**src/common/pwtq_pkg.sv**
```systemverilog
// pwtq_pkg: constants and types for the pulse/window/timeout trigger qualifier
// assumes: a single sample clock; comparator inputs synchronous to it
package pwtq_pkg;

   // duration counters and width/tolerance settings
   localparam int unsigned CNT_W = 24;
   localparam logic [CNT_W-1:0] CNT_MAX = 24'hFFFFFF;

   // register map (word offsets on the plain register port)
   localparam logic [3:0] ADR_CTRL = 4'h0;
   localparam logic [3:0] ADR_WIDTH = 4'h1;
   localparam logic [3:0] ADR_DELTA = 4'h2;
   localparam logic [3:0] ADR_STATUS = 4'h3;
   localparam logic [3:0] ADR_COUNT = 4'h4;

   // control register field positions
   localparam int unsigned CTRL_MODE_LSB = 0;
   localparam int unsigned CTRL_POL_LSB = 4;
   localparam int unsigned CTRL_RNG_LSB = 8;
   localparam int unsigned CTRL_VCOND_LSB = 12;
   localparam int unsigned CTRL_TORNG_LSB = 16;
   localparam int unsigned CTRL_EN_BIT = 31;

   // reset values
   localparam logic [31:0] CTRL_RST = 32'h00000000;
   localparam logic [CNT_W-1:0] WIDTH_RST = 24'h000010;
   localparam logic [CNT_W-1:0] DELTA_RST = 24'h000000;

   typedef enum logic [2:0] {
      PWTQ_M_SHORT, PWTQ_M_WIDTH, PWTQ_M_RUNT, PWTQ_M_WINDOW, PWTQ_M_TIMEOUT
   } pwtq_mode_e;

   typedef enum logic [1:0] {
      PWTQ_P_POS, PWTQ_P_NEG, PWTQ_P_EITHER
   } pwtq_pol_e;

   // range: shared by short-pulse, width, runt and window time condition
   typedef enum logic [2:0] {
      PWTQ_R_LONGER, PWTQ_R_SHORTER, PWTQ_R_WITHIN, PWTQ_R_OUTSIDE, PWTQ_R_ANY
   } pwtq_rng_e;

   typedef enum logic [1:0] {
      PWTQ_V_ENTER, PWTQ_V_EXIT, PWTQ_V_STAY_IN, PWTQ_V_STAY_OUT
   } pwtq_vcond_e;

   typedef enum logic [1:0] {
      PWTQ_T_LOW, PWTQ_T_HIGH, PWTQ_T_EITHER
   } pwtq_torng_e;

   // comparator outputs: single level and upper/lower levels
   typedef struct packed {
      logic above_lvl;
      logic above_upr;
      logic above_lwr;
   } pwtq_cmp_s;

endpackage

```
**src/rtl/pwtq_core.sv**
```systemverilog
// pwtq_core: trigger qualifier for short-pulse, width, runt, window, timeout
// assumes: comparator bits synchronous to i_sys_clk, upper level above lower
`timescale 1ns/1ns

module pwtq_core
(
   input wire logic i_sys_clk, // sample clock
   input wire logic i_rst_b, // async reset, active low
   input wire pwtq_pkg::pwtq_cmp_s i_cmp, // comparator outputs
   input wire logic [3:0] i_addr, // register address
   input wire logic [31:0] i_wdata, // write data
   input wire logic i_wr, // write strobe
   input wire logic i_rd, // read strobe
   output logic [31:0] o_rdata, // read data, cycle after read strobe
   output logic o_trig // one-cycle trigger strobe
);

   localparam int unsigned W = pwtq_pkg::CNT_W;

   // configuration registers, read data and trigger count
   logic [31:0] ctrl_q, ctrl_d;
   logic [W-1:0] width_q, width_d;
   logic [W-1:0] delta_q, delta_d;
   logic [31:0] rdata_q, rdata_d;
   logic [15:0] ntrig_q, ntrig_d;

   // measurement state
   logic [W-1:0] cnt_q, cnt_d;
   logic meas_q, meas_d; // a qualifying start has been seen
   logic startpos_q, startpos_d; // pulse/runt started positive
   pwtq_pkg::pwtq_cmp_s prev_q, prev_d;
   logic trig_q, trig_d;

   // decoded fields
   logic en;
   pwtq_pkg::pwtq_mode_e mode;
   pwtq_pkg::pwtq_pol_e pol;
   pwtq_pkg::pwtq_rng_e rng;
   pwtq_pkg::pwtq_vcond_e vcond;
   pwtq_pkg::pwtq_torng_e torng;

   assign en = ctrl_q[pwtq_pkg::CTRL_EN_BIT];
   assign mode = pwtq_pkg::pwtq_mode_e'(ctrl_q[pwtq_pkg::CTRL_MODE_LSB +: 3]);
   assign pol = pwtq_pkg::pwtq_pol_e'(ctrl_q[pwtq_pkg::CTRL_POL_LSB +: 2]);
   assign rng = pwtq_pkg::pwtq_rng_e'(ctrl_q[pwtq_pkg::CTRL_RNG_LSB +: 3]);
   assign vcond =
      pwtq_pkg::pwtq_vcond_e'(ctrl_q[pwtq_pkg::CTRL_VCOND_LSB +: 2]);
   assign torng =
      pwtq_pkg::pwtq_torng_e'(ctrl_q[pwtq_pkg::CTRL_TORNG_LSB +: 2]);

   // band limits, saturated so low end never wraps
   logic [W:0] hi_lim;
   logic [W-1:0] lo_lim;
   assign hi_lim = {1'b0, width_q} + {1'b0, delta_q};
   assign lo_lim = (delta_q > width_q) ? '0 : width_q - delta_q;

   // duration compare against range setting
   function automatic logic dur_ok(input logic [W-1:0] d,
                                   input pwtq_pkg::pwtq_rng_e r);
      logic inb;
      inb = (d >= lo_lim) && ({1'b0, d} <= hi_lim);
      unique case (r)
         pwtq_pkg::PWTQ_R_LONGER: dur_ok = d > width_q;
         pwtq_pkg::PWTQ_R_SHORTER: dur_ok = d < width_q;
         pwtq_pkg::PWTQ_R_WITHIN: dur_ok = inb;
         pwtq_pkg::PWTQ_R_OUTSIDE: dur_ok = !inb;
         pwtq_pkg::PWTQ_R_ANY: dur_ok = 1'b1;
         default: dur_ok = 1'b0;
      endcase
   endfunction

   // crossing detection on each comparator
   logic rise_l, fall_l, rise_u, fall_u, rise_w, fall_w;
   logic in_band, was_band;
   assign rise_l = i_cmp.above_lvl && !prev_q.above_lvl;
   assign fall_l = !i_cmp.above_lvl && prev_q.above_lvl;
   assign rise_u = i_cmp.above_upr && !prev_q.above_upr;
   assign fall_u = !i_cmp.above_upr && prev_q.above_upr;
   assign rise_w = i_cmp.above_lwr && !prev_q.above_lwr;
   assign fall_w = !i_cmp.above_lwr && prev_q.above_lwr;
   assign in_band = i_cmp.above_lwr && !i_cmp.above_upr;
   assign was_band = prev_q.above_lwr && !prev_q.above_upr;

   logic pos_ok, neg_ok;
   assign pos_ok = (pol != pwtq_pkg::PWTQ_P_NEG);
   assign neg_ok = (pol != pwtq_pkg::PWTQ_P_POS);

   logic [W-1:0] cnt_inc;
   assign cnt_inc = (cnt_q == pwtq_pkg::CNT_MAX) ? cnt_q : cnt_q + 1'b1;

   // measurement and trigger qualification
   always_comb
   begin
      cnt_d = cnt_inc;
      meas_d = meas_q;
      startpos_d = startpos_q;
      prev_d = i_cmp;
      trig_d = 1'b0;
      if (!en)
      begin
         meas_d = 1'b0;
         cnt_d = '0;
      end
      else
      begin
         unique case (mode)
            pwtq_pkg::PWTQ_M_SHORT,
            pwtq_pkg::PWTQ_M_WIDTH:
            begin
               // start on the opening edge, stop on the closing edge
               if (meas_q && ((startpos_q && fall_l) ||
                              (!startpos_q && rise_l)))
               begin
                  trig_d = dur_ok(cnt_q, rng);
                  meas_d = 1'b0;
               end
               if ((rise_l && pos_ok) || (fall_l && neg_ok))
               begin
                  meas_d = 1'b1;
                  startpos_d = rise_l;
                  cnt_d = '0;
               end
            end
            pwtq_pkg::PWTQ_M_RUNT:
            begin
               // positive runt leaves above lower, drops back below it
               if (meas_q && startpos_q && rise_u)
                  meas_d = 1'b0;
               else if (meas_q && !startpos_q && fall_w)
                  meas_d = 1'b0;
               else if (meas_q && startpos_q && fall_w)
               begin
                  trig_d = dur_ok(cnt_q, rng);
                  meas_d = 1'b0;
               end
               else if (meas_q && !startpos_q && rise_u)
               begin
                  trig_d = dur_ok(cnt_q, rng);
                  meas_d = 1'b0;
               end
               // a sample that jumps both levels is a full edge, not a runt
               if (!meas_d &&
                   ((rise_w && !i_cmp.above_upr && pos_ok) ||
                    (fall_u && i_cmp.above_lwr && neg_ok)))
               begin
                  meas_d = 1'b1;
                  startpos_d = rise_w;
                  cnt_d = '0;
               end
            end
            pwtq_pkg::PWTQ_M_WINDOW:
            begin
               meas_d = 1'b1;
               unique case (vcond)
                  pwtq_pkg::PWTQ_V_ENTER: trig_d = in_band && !was_band;
                  pwtq_pkg::PWTQ_V_EXIT: trig_d = !in_band && was_band;
                  default:
                  begin
                     // time the stay, judge at the exit crossing
                     if (in_band != was_band)
                     begin
                        cnt_d = '0;
                        if (meas_q && ((vcond == pwtq_pkg::PWTQ_V_STAY_IN)
                                       == was_band))
                           trig_d = dur_ok(cnt_q, rng);
                     end
                  end
               endcase
            end
            pwtq_pkg::PWTQ_M_TIMEOUT:
            begin
               meas_d = 1'b1;
               // startpos marks a stay that already fired, so a count held
               // at its ceiling cannot strobe again
               if (rise_l || fall_l || !meas_q)
               begin
                  cnt_d = '0;
                  startpos_d = 1'b0;
               end
               else if (!startpos_q && cnt_q == width_q &&
                        ((torng == pwtq_pkg::PWTQ_T_EITHER) ||
                         ((torng == pwtq_pkg::PWTQ_T_HIGH) ==
                          i_cmp.above_lvl)))
               begin
                  trig_d = 1'b1;
                  startpos_d = 1'b1;
               end
            end
            default:
               meas_d = 1'b0;
         endcase
      end
   end

   // register port: writes and read data one cycle later
   always_comb
   begin
      ctrl_d = ctrl_q;
      width_d = width_q;
      delta_d = delta_q;
      ntrig_d = trig_q ? ntrig_q + 16'h0001 : ntrig_q;
      rdata_d = 32'h00000000;
      if (i_wr)
      begin
         unique case (i_addr)
            pwtq_pkg::ADR_CTRL: ctrl_d = i_wdata;
            pwtq_pkg::ADR_WIDTH: width_d = i_wdata[W-1:0];
            pwtq_pkg::ADR_DELTA: delta_d = i_wdata[W-1:0];
            pwtq_pkg::ADR_COUNT: ntrig_d = 16'h0000;
            default: ;
         endcase
      end
      if (i_rd)
      begin
         unique case (i_addr)
            pwtq_pkg::ADR_CTRL: rdata_d = ctrl_q;
            pwtq_pkg::ADR_WIDTH: rdata_d = {8'h00, width_q};
            pwtq_pkg::ADR_DELTA: rdata_d = {8'h00, delta_q};
            pwtq_pkg::ADR_STATUS: rdata_d = {8'h00, cnt_q[W-1:1], meas_q};
            pwtq_pkg::ADR_COUNT: rdata_d = {16'h0000, ntrig_q};
            default: rdata_d = 32'h00000000;
         endcase
      end
   end

   // state registers
   always_ff @(posedge i_sys_clk or negedge i_rst_b)
   begin
      if (!i_rst_b)
      begin
         ctrl_q <= pwtq_pkg::CTRL_RST;
         width_q <= pwtq_pkg::WIDTH_RST;
         delta_q <= pwtq_pkg::DELTA_RST;
         rdata_q <= 32'h00000000;
         ntrig_q <= 16'h0000;
         cnt_q <= '0;
         meas_q <= 1'b0;
         startpos_q <= 1'b0;
         prev_q <= '0;
         trig_q <= 1'b0;
      end
      else
      begin
         ctrl_q <= ctrl_d;
         width_q <= width_d;
         delta_q <= delta_d;
         rdata_q <= rdata_d;
         ntrig_q <= ntrig_d;
         cnt_q <= cnt_d;
         meas_q <= meas_d;
         startpos_q <= startpos_d;
         prev_q <= prev_d;
         trig_q <= trig_d;
      end
   end

   assign o_trig = trig_q;
   assign o_rdata = rdata_q;

   // checks
   property p_trig_one;
      @(posedge i_sys_clk) disable iff (!i_rst_b)
      (en && mode == pwtq_pkg::PWTQ_M_TIMEOUT && trig_d && !i_wr) |=>
      !trig_d;
   endproperty
   a_trig_one: assert property (p_trig_one)
      else $error("timeout strobe repeated within one stay");

   property p_width_exact;
      @(posedge i_sys_clk) disable iff (!i_rst_b)
      (en && mode == pwtq_pkg::PWTQ_M_WIDTH && rng == pwtq_pkg::PWTQ_R_WITHIN
       && delta_q == '0 && trig_d) |-> cnt_q == width_q;
   endproperty
   a_width_exact: assert property (p_width_exact)
      else $error("exact width trigger on wrong duration");

   property p_width_ne;
      @(posedge i_sys_clk) disable iff (!i_rst_b)
      (en && mode == pwtq_pkg::PWTQ_M_WIDTH && rng == pwtq_pkg::PWTQ_R_OUTSIDE
       && delta_q == '0 && trig_d) |-> cnt_q != width_q;
   endproperty
   a_width_ne: assert property (p_width_ne)
      else $error("outside width trigger on equal duration");

   property p_longer;
      @(posedge i_sys_clk) disable iff (!i_rst_b)
      (en && mode == pwtq_pkg::PWTQ_M_WIDTH && rng == pwtq_pkg::PWTQ_R_LONGER
       && trig_d) |-> cnt_q > width_q;
   endproperty
   a_longer: assert property (p_longer)
      else $error("longer trigger on short pulse");

   property p_enter;
      @(posedge i_sys_clk) disable iff (!i_rst_b)
      (en && mode == pwtq_pkg::PWTQ_M_WINDOW &&
       vcond == pwtq_pkg::PWTQ_V_ENTER && in_band && !was_band) |=> o_trig;
   endproperty
   a_enter: assert property (p_enter)
      else $error("window enter missed");

   property p_timeout;
      @(posedge i_sys_clk) disable iff (!i_rst_b)
      (en && mode == pwtq_pkg::PWTQ_M_TIMEOUT && trig_d) |->
      !rise_l && !fall_l && cnt_q == width_q;
   endproperty
   a_timeout: assert property (p_timeout)
      else $error("timeout fired off its limit");

   property p_pol;
      @(posedge i_sys_clk) disable iff (!i_rst_b)
      (en && mode == pwtq_pkg::PWTQ_M_WIDTH && pol == pwtq_pkg::PWTQ_P_POS
       && trig_d) |-> fall_l;
   endproperty
   a_pol: assert property (p_pol)
      else $error("positive pulse closed on wrong edge");

   property p_restart;
      @(posedge i_sys_clk) disable iff (!i_rst_b)
      (en && mode == pwtq_pkg::PWTQ_M_WIDTH && rise_l && pos_ok) |=>
      cnt_q == '0 && meas_q;
   endproperty
   a_restart: assert property (p_restart)
      else $error("measurement did not restart at crossing");

   property p_runt_close;
      @(posedge i_sys_clk) disable iff (!i_rst_b)
      (en && mode == pwtq_pkg::PWTQ_M_RUNT && trig_d && startpos_q) |->
      fall_w && !rise_u;
   endproperty
   a_runt_close: assert property (p_runt_close)
      else $error("positive runt closed off the lower level");

   property p_off;
      @(posedge i_sys_clk) disable iff (!i_rst_b)
      !en |=> !o_trig;
   endproperty
   a_off: assert property (p_off)
      else $error("trigger while disabled");

   property p_to_side;
      @(posedge i_sys_clk) disable iff (!i_rst_b)
      (en && mode == pwtq_pkg::PWTQ_M_TIMEOUT &&
       torng == pwtq_pkg::PWTQ_T_LOW && trig_d) |-> !i_cmp.above_lvl;
   endproperty
   a_to_side: assert property (p_to_side)
      else $error("low timeout fired while high");

   property p_exit;
      @(posedge i_sys_clk) disable iff (!i_rst_b)
      (en && mode == pwtq_pkg::PWTQ_M_WINDOW &&
       vcond == pwtq_pkg::PWTQ_V_EXIT && !in_band && was_band) |=> o_trig;
   endproperty
   a_exit: assert property (p_exit)
      else $error("window exit missed");

   property p_edge_only;
      @(posedge i_sys_clk) disable iff (!i_rst_b)
      (en && mode == pwtq_pkg::PWTQ_M_WINDOW && trig_d &&
       (vcond == pwtq_pkg::PWTQ_V_ENTER || vcond == pwtq_pkg::PWTQ_V_EXIT))
      |-> in_band != was_band;
   endproperty
   a_edge_only: assert property (p_edge_only)
      else $error("enter or exit fired without a crossing");

endmodule // pwtq_core

```
**config.mk**
```make
export PLATFORM = sky130hd
export DESIGN_NAME = pwtq_core
export DESIGN_NICKNAME = d
export VERILOG_FILES = /design/src/common/pwtq_pkg.sv /design/src/rtl/pwtq_core.sv
export SDC_FILE = /design/constraint.sdc
export NUM_CORES = 1
export LEC_CHECK = 0
export BUFFER_PORTS_ARGS = -buffer_cell sky130_fd_sc_hd__clkbuf_2
export CAP_MARGIN = 20
export CORE_ASPECT_RATIO = 0.6
export CORE_UTILIZATION = 62
export CTS_CLUSTER_DIAMETER = 60
export DETAILED_ROUTE_END_ITERATION = 8
export HOLD_SLACK_MARGIN = 0.1
export PLACE_DENSITY = 0.91
export SLEW_MARGIN = 30
export SYNTH_ARGS = -nofsm -noshare
export SYNTH_HDL_FRONTEND = slang
export SYNTH_SLANG_ARGS = --single-unit
```
**constraint.sdc**
```tcl
create_clock -name i_sys_clk -period 5.4 [get_ports i_sys_clk]
set_clock_uncertainty 0.2 [all_clocks]
set_input_delay 0.27 -clock i_sys_clk [delete_from_list [all_inputs] [get_ports i_sys_clk]]
set_output_delay 0.27 -clock i_sys_clk [all_outputs]
set_load 0.03 [all_outputs]
```
# After elaboration in Yosys (flattened, before gate mapping)
# Cells that the tools add are included.
# op_classes
magnitude_cmp	5
mux	43
eq_ne	26
reduce_logical	61
addsub	4
# op_table
operator	n
2-to-1 mux 24 bit	8
case mux 32 bit (5 select lines)	1
case mux 24 bit (4 select lines)	1
greater-than comparator 24 bit	2
2-to-1 mux 16 bit	3
2-to-1 mux 32 bit	1
logical AND 1 bit	30
adder 24 x 24 -> 25 bit	1
<= comparator 24 x 25 -> 1 bit	1
adder 24 x 1 -> 24 bit, second input constant	1
equality test 24 bit	1
equality test 24 bit, second input constant	1
greater-or-equal comparator 24 bit	1
< comparator 24 bit	1
2-to-1 mux 1 bit	24
subtractor 24 bit	1
adder 16 x 1 -> 16 bit, second input constant	1
equality test 3 x 2 -> 1 bit, second input constant	4
logical NOT 1 bit	12
equality test 4 x 2 -> 1 bit, second input constant	2
equality test 3 x 1 -> 1 bit, second input constant	2
equality test 3 bit, second input constant	2
logical NOT 3 bit	2
logical OR 1 bit	6
21 further kinds	30
# word_totals
out_inout_bits	33
register_bits	158

# Depth between registers and ports, before layout
# Gate-level depths: netlist of run 1.
# logic_depth
word_depth	14
ltp_mapped	21
depth_no_buf	20

# Least setup slack after synthesis of run 1
# Ideal clock, no wire load.
# synth_timing
path_type	reg2reg
startpoint	register width_q[0]
endpoint	register trig_q, in the netlist o_trig
synth_period_minus_slack_ps	4502
arrival_time_ps	4169
path_stages_with_launch	21
setup_slack_ps	898
path_cell_list	dfrtp_1 > ha_1 > inv_1 > fa_1 > o21bai_1 > a21oi_1 > nor4b_1 > o211ai_1 > a211oi_1 > o21ai_0 > a211oi_1 > a2111oi_2 > ha_1 > nand4_1 > nor4bb_1 > nand2_1 > a211oi_1 > nor3_1 > nor4_1 > a211o_1 > a31oi_1
# synth_via
elab_chain_len	12
elab_cells_between_ends	26
cone_classes	add/sub (2); order compare (5); eq/ne (1); mux (14); reduce/logical (4)
# synth_rtl
item	line_no	rtl
from (decl)	pwtq_core.sv:22	logic [W-1:0] width_q, width_d;
from (signal assigned)	pwtq_core.sv:232	width_q <= pwtq_pkg::WIDTH_RST;
from (signal assigned)	pwtq_core.sv:245	width_q <= width_d;
subtractor 24 bit / greater-than comparator 24 bit (equally long branches)	pwtq_core.sv:55	assign lo_lim = (delta_q > width_q) ? '0 : width_q - delta_q;
2-to-1 mux 24 bit	pwtq_core.sv:55	
greater-or-equal comparator 24 bit	pwtq_core.sv:61	inb = (d >= lo_lim) && ({1'b0, d} <= hi_lim);
logical AND 1 bit	pwtq_core.sv:61	
logical NOT 1 bit	pwtq_core.sv:66	pwtq_pkg::PWTQ_R_OUTSIDE: dur_ok = !inb;
case mux 1 bit (5 select lines)	pwtq_core.sv:62	unique case (r)
2-to-1 mux 1 bit	pwtq_core.sv:136	else if (meas_q && !startpos_q && rise_u)
2-to-1 mux 1 bit	pwtq_core.sv:131	else if (meas_q && startpos_q && fall_w)
2-to-1 mux 1 bit	pwtq_core.sv:129	else if (meas_q && !startpos_q && fall_w)
2-to-1 mux 1 bit	pwtq_core.sv:127	if (meas_q && startpos_q && rise_u)
case mux 1 bit (4 select lines) (*)	pwtq_core.sv:106	unique case (mode)
2-to-1 mux 1 bit (*)	pwtq_core.sv:99	if (!en)
named net trig_d	pwtq_core.sv:32	logic trig_q, trig_d;
to (signal assigned)	pwtq_core.sv:253	trig_q <= trig_d;
to (decl)	pwtq_core.sv:32	
# The timed path passes the listed nets; every way through them passes the cells marked *.
# A chain may end at the register's enable or synchronous reset.

# Worst setup path after layout of run 1
# Ends and elaborated chain as after synthesis.

==> flow_metrics.env, run 1 <==
export IMPL_status="completed"
export IMPL_drt_iter0_drc=1725
export IMPL_cts_buffer_depth=2
export IMPL_clk_latency_ns=0.45
export IMPL_antenna_found_initial=1
export IMPL_hold_violations=0
export IMPL_irDropWorstVdd_v=0.000274
export IMPL_setup_violations=0
export IMPL_clockRootBuffer="clkbuf_16"
export IMPL_vias=10200
export IMPL_synth_area_leaders="dfrtp_1, ha_1, mux2_2, a21oi_1, xnor2_1"
export IMPL_clk_pin_slew_worst_paths_ns=0.07
export IMPL_path_class="reg2reg"
export IMPL_hold_ws_ns=0.134
export IMPL_dominantRegCellSynth="dfrtp_1"
export IMPL_startpoint_type="flop"
export IMPL_nets=1435
export IMPL_wl_met2_um=15100
export IMPL_fillers=1135
export IMPL_syn_cell_area_mm2=0.0112
export IMPL_cp_common_cell="o21ai_0"
export IMPL_seq_area_mm2=0.00396
export IMPL_avgSynthCellArea_um2=9.66
export IMPL_area_growth_pct=14.9
export IMPL_required_ns=5.56
export IMPL_dpl_cell_area_mm2=0.0118
export IMPL_crit_slowest_cell="a311o_1"
export IMPL_core_rowCount=37
export IMPL_path_buf_inv=1
export IMPL_gr_total_overflow=0
export IMPL_worst_pin_slew_ns=1.02
export IMPL_cp_max_fo=12
export IMPL_wl_met1_um=13500
export IMPL_synth_top_area_share_pct=35.1
export IMPL_syn_nets=1330
export IMPL_critPathMaxStageDelay_ns=0.65
export IMPL_io_pins=76
export IMPL_async_reset_ff_share_pct=100
export IMPL_maxCapViolations=0
export IMPL_drive_gt1_share_pct=18.9
export IMPL_synth_edf_count=0
export IMPL_grt_pass1_wl_um=52300
export IMPL_p_leak_nw=6.01
export IMPL_grt_pass1_vias=9654
export IMPL_first_pass_iters=9
export IMPL_grt_max_degree=62
export IMPL_cts_sinks=158
export IMPL_max_freq_mhz=188
export IMPL_tritoncts="done"
export IMPL_final_antenna_net_count=0
export IMPL_yosysSeqAreaShare_pct=35.3
export IMPL_wl_met3_um=4300
export IMPL_die_area_mm2=0.0186
export IMPL_multi_input_area_mm2=0.00684
export IMPL_core_area_mm2=0.0174
export IMPL_slew_viol_final=0
export IMPL_drc_errors=0
export IMPL_worst_ep_arrival_time_ns=5.48
export IMPL_maxSlewHeadroom_pct=31.6
export IMPL_top_layer="met5"
export IMPL_fin_crit_sh_pct=98.5
export IMPL_min_path_type="in2async"
export IMPL_yosysTopAreaCell="dfrtp_1"
export IMPL_ys_ff_latch=158
export IMPL_htreeDepth=4
export IMPL_start_util_pct=64.3
export IMPL_place_hpwl_um=23000
export IMPL_cts_buffers=17
export IMPL_stdcell_count=1511
export IMPL_place_congestion=0.959
export IMPL_placed_cells=1438
export IMPL_yosys_warnings=0
export IMPL_insertedDiodeCount=0
export IMPL_crit_family="compound AO/OA/AOI/OAI gates"
export IMPL_viasPerCell=6.77
export IMPL_grt_use_total_pct=36.6
export IMPL_stdcell_area_mm2=0.0129
export IMPL_io_buffers=75
export IMPL_synthCells=1159
export IMPL_drt_wirelength_per_cell_um=22.9
export IMPL_cp_cell_sequence="inv_1, ha_1, fa_1, nand2b_1, a31oi_1, o21ai_0, a21oi_2, o31ai_2, o21ai_2, a311o_1, o21ai_0, ha_1, a21o_1, a21oi_1, o21ai_0, a21oi_1, nand3_1, o211a_1, a31oi_1"
export IMPL_cellPowerDensity_mw_per_mm2=413
export IMPL_synth_cell_types=74
export IMPL_die_y_um=106
export IMPL_period_needed_ns=5.32
export IMPL_die_w_um=175
export IMPL_wl_um=34600
export IMPL_cp_end_kind="flop"
export IMPL_utilization_pct=73.9
[cell type report]
class	instances	area share, %
Multi-Input combinational cell	876	53.2
Sequential cell	158	30.7
Timing Repair Buffer	126	6.76
Clock buffer	20	3.63
Inverter	85	2.48
Tap cell	234	2.28
Clock inverter	12	0.972
[kinds of logic (layout without fill, tap and decap cells)]
logic type | after synthesis | in the layout | synth area share (%)
AO/OA/AOI/OAI | 259 | 260 | 15.3
multiplexers | 95 | 95 | 10.2
adder cells (fa/ha/maj) | 128 | 128 | 14.4
flip-flops | 158 | 158 | 35.3
XOR/XNOR | 69 | 69 | 5.40
AND/OR/NAND/NOR | 324 | 324 | 14.9
buffers and inverters | 126 | 243 | 4.44
[layout by cell type, fill, tap and decap left out, types with 13 or more instances in the layout]
cell | netlist | final
dfrtp_1 | 157 | 157
ha_1 | 126 | 126
nor2_1 | 96 | 96
a21oi_1 | 87 | 86
inv_1 | 85 | 85
mux2_2 | 83 | 83
clkbuf_2 | 1 | 74
nand2_1 | 58 | 56
xnor2_1 | 42 | 42
o21ai_0 | 41 | 40
nand3_1 | 38 | 37
dlygate4sd3_1 | 0 | 37
xor2_1 | 27 | 27
and3_1 | 25 | 25
nand4_1 | 21 | 21
nand2b_1 | 17 | 17
a22oi_1 | 17 | 17
clkbuf_16 | 0 | 17
a222oi_1 | 16 | 16
nor3_1 | 13 | 13
buf_4 | 0 | 13
[registers in the layout, indices dropped and copies added, names as in the netlist]
signal,flops
cnt_q,24
startpos_q,1
o_trig,1
delta_q,24
ctrl_q,32
ntrig_q,16
prev_q,3
o_rdata,32
meas_q,1
width_q,24
[layer usage]
metal,global-route usage (%),vias up
met5,0,-
met4,15.8,2
met3,8.94,182
met2,56.1,801
met1,49.4,4821
li1,-,4425
[synthesized netlist by cell type, drive strengths merged (6+ instances only)]
cell	count
a21boi	6
mux2	83
o211ai	8
nor3	14
nor4	11
nand4	21
xnor2	42
and3	25
o21a	8
o21ai	44
nor2	97
xor2	27
nand2b	17
o21bai	10
a22oi	17
ha	126
a31oi	7
nand3	39
buf	12
inv	85
a21o	10
nand2	58
mux4	7
nor2b	10
a21oi	88
clkbuf	29
dfrtp	157
a222oi	16
a211oi	9
and4	9
[final timing paths]
path                            slack, ns        from          end  cells past startpoint
worst max-delay path                 0.08  width_q[0]       o_trig                     19
worst min-delay path                 0.13     i_rst_b    cnt_q[22]                      2
worst max register to register       0.08  width_q[0]       o_trig                     19
worst min register to register       0.30  ctrl_q[26]   ctrl_q[26]                      1
max in group asynchronous            3.68     i_rst_b   delta_q[9]                      3
min in group i_sys_clk               0.26   i_addr[2]  o_rdata[17]                      3
[stage by stage]
step	TNS (ns)	worst slack [ns]	total power, mW
3_3_place_gp	0	0.315	3.71
2_1_floorplan	0	0.898	3.24
5_1_grt	-0.0545	-0.0545	5.56
3_5_place_dp	0	0.0581	3.79
6_report	0	0.0818	5.31
4_1_cts	0	0.0157	5.07
[power breakdown]
| part | internal (mW) | switching, mW |
|---|---|---|
| sequential | 1.37 | 0.263 |
| combinational | 1.00 | 1.44 |
| clock | 0.683 | 0.558 |
[repair_timing]
item                                    4_1_cts  5_1_grt
gates cloned                                  0        1
endpoints found under the setup margin        1        1
hold buffers                                 37        0
buffers inserted                              0        3
resized for setup                             2       12
endpoints found under the hold margin       144        0
pin swaps                                     0        9
Note: power is estimated with default switching activity, not from simulation.
==> run 2, diff against run 1 <==
==> constraint.sdc (replaced) <==
create_clock -name i_sys_clk -period 6.1 [get_ports i_sys_clk]
set_clock_uncertainty 0.2 [all_clocks]
set_input_delay 0.305 -clock i_sys_clk [delete_from_list [all_inputs] [get_ports i_sys_clk]]
set_output_delay 0.305 -clock i_sys_clk [all_outputs]
set_load 0.03 [all_outputs]
==> run 2 against run 1 <==
Power decreased by 12%. Clock power decreased by 9.7%. Cell count decreased by 0.53%. Hold slack improved by 0.033 ns. Register-to-register slack improved by 0.21 ns. Utilization decreased by 0.75 points. Non-clock buffer count decreased by 7. Flip-flop and latch count unchanged. Count of clock-buffer cells in the layout increased by 1. Sequential share of layout area increased by 0.31 points. Wire length decreased by 1.7%. Worst setup slack improved by 0.21 ns. Highest routed layer is now met4.
==> flow_metrics.env, run 2 (synthesis results as in run 1) <==
export IMPL_first_pass_iters=8
export IMPL_irDropWorstVdd_v=0.000232
export IMPL_hp_start="i_rd"
export IMPL_tritoncts="done"
export IMPL_htreeDepth=4
export IMPL_final_antenna_net_count=0
export IMPL_hold_depth=2
export IMPL_cts_buffer_depth=2
export IMPL_layout_commonest_cell="dfrtp_1"
export IMPL_insertedDiodeCount=0
export IMPL_period_needed_ns=5.81
export IMPL_drive_gt1_share_pct=17.7
export IMPL_io_pins=76
export IMPL_placed_cells=1435
export IMPL_grt_pass1_wl_um=54000
export IMPL_maxCapViolations=0
export IMPL_nets=1427
export IMPL_ff2ff_setup_slack_ns=0.29
export IMPL_area_growth_pct=13.8
export IMPL_cts_sinks=158
export IMPL_core_rowCount=37
export IMPL_p_leak_nw=5.95
export IMPL_clk_pin_slew_worst_paths_ns=0.07
export IMPL_min_path_type="in2reg"
export IMPL_max_freq_mhz=172
export IMPL_gr_total_overflow=0
export IMPL_cellPowerDensity_mw_per_mm2=365
export IMPL_finalPower_mw=4.65
export IMPL_slew_viol_final=0
export IMPL_rsz0062_at_grt="false"
export IMPL_drt_wirelength_per_cell_um=22.6
export IMPL_place_hpwl_um=23000
export IMPL_vias=10200
export IMPL_core_area_mm2=0.0174
export IMPL_io_buffers=75
export IMPL_setup_violations=0
export IMPL_startpoint_type="flop"
export IMPL_reg2reg_depth=20
export IMPL_worst_pin_slew_ns=0.902
export IMPL_clk_latency_ns=0.44
export IMPL_seq_area_mm2=0.00396
export IMPL_cp_max_fo=5
export IMPL_utilization_pct=73.2
export IMPL_fin_crit_sh_pct=95.2
export IMPL_worst_ep_arrival_time_ns=5.89
export IMPL_maxSlewHeadroom_pct=39.7
export IMPL_status="completed"
export IMPL_fillers=1163
export IMPL_path_class="reg2reg"
export IMPL_die_w_um=175
export IMPL_wl_um=34000
export IMPL_grt_max_degree=95
export IMPL_required_ns=6.18
export IMPL_layout_common_cells="dfrtp_1, ha_1, nor2_1"
export IMPL_drc_errors=0
export IMPL_hold_violations=0
export IMPL_grt_pass1_vias=9917
export IMPL_multi_input_area_mm2=0.00677
export IMPL_die_area_mm2=0.0186
export IMPL_die_y_um=106
export IMPL_drt_iter0_drc=1413
export IMPL_hold_path_end="o_rdata[16]"
export IMPL_antenna_found_initial=0
export IMPL_cp_end_kind="flop"
export IMPL_start_util_pct=64.3
export IMPL_place_congestion=1.01
export IMPL_clockRootBuffer="clkbuf_16"
export IMPL_finalSetupTns_ns=0
export IMPL_viasPerCell=6.76
export IMPL_cts_buffers=17
export IMPL_stdcell_count=1503
export IMPL_cts_setup_buffers=0
export IMPL_grt_use_total_pct=37.8
export IMPL_worstReg2RegStart="width_q[0]"
export IMPL_reg2reg_to="o_trig"
-- run 2: layout make-up --
class | instances | area share, %
clock inverter | 11 | 1.01
sequential | 158 | 31.0
inverter | 85 | 2.50
multi-input combinational | 875 | 53.1
tap | 234 | 2.30
clock buffer | 21 | 3.69
timing repair buffer | 119 | 6.30
-- run 2: worst max-delay path, stage by stage, from the launching register on --
cell and delay, ns:
dfrtp_1 0.43, ha_1 0.20, inv_1 0.06, fa_1 0.41, o21bai_1 0.16, a21oi_1 0.17, nor4b_2 0.41, o211ai_1 0.22
a211oi_1 0.35, o21ai_0 0.26, a211oi_1 0.33, a2111oi_2 0.09, ha_1 0.35, nand4_1 0.16, nor4bb_1 0.52, nand2_1 0.18
a211oi_1 0.30, nor3_1 0.11, nor4_2 0.40, a211o_1 0.24, a31oi_1 0.10
-- run 2: what timing repair did --
| action | CTS | global route |
|---|---|---|
| gates resized for setup | 0 | 2 |
| endpoints found under the setup margin | 0 | 1 |
| hold buffers | 36 | 0 |
| endpoints found under the hold margin | 176 | 0 |
-- run 2: worst max-delay path by stage --
stage / startpoint / to / slack [ns] / depth (start not counted)
floorplan: width_q[0] / o_trig / 1.60 / 20
global placement: width_q[0] / o_trig / 0.85 / 20
detailed placement: width_q[0] / o_trig / 0.39 / 20
CTS: width_q[0] / o_trig / 0.19 / 20
global route: width_q[0] / o_trig / 0.11 / 20
finish: width_q[0] / o_trig / 0.29 / 20
-- run 2: metal layers --
metal	routed length, um	vias to the layer above	track usage (%)
li1	-	4412	-
met1	13700	4857	50.3
met2	15000	709	58.0
met3	3750	176	10.5
met4	1520	0	15.9
met5	0	-	0
-- run 2: power breakdown --
| group | internal (mW) | switching (mW) |
|---|---|---|
| clock | 0.640 | 0.481 |
| sequential | 1.21 | 0.233 |
| combinational | 0.856 | 1.24 |
| total | 2.70 | 1.95 |
-- run 2: stage by stage --
stage / setup WS, ns / area, um2 / hold slack [ns]
final: 0.294 / 12700 / 0.167
after global routing: 0.109 / 12700 / 0.178
after CTS: 0.190 / 12700 / 0.144
after detailed placement: 0.389 / 11800 / 0.241
after global placement: 0.855 / 11800 / 0.240
after floorplan: 1.60 / 11200 / -0.191
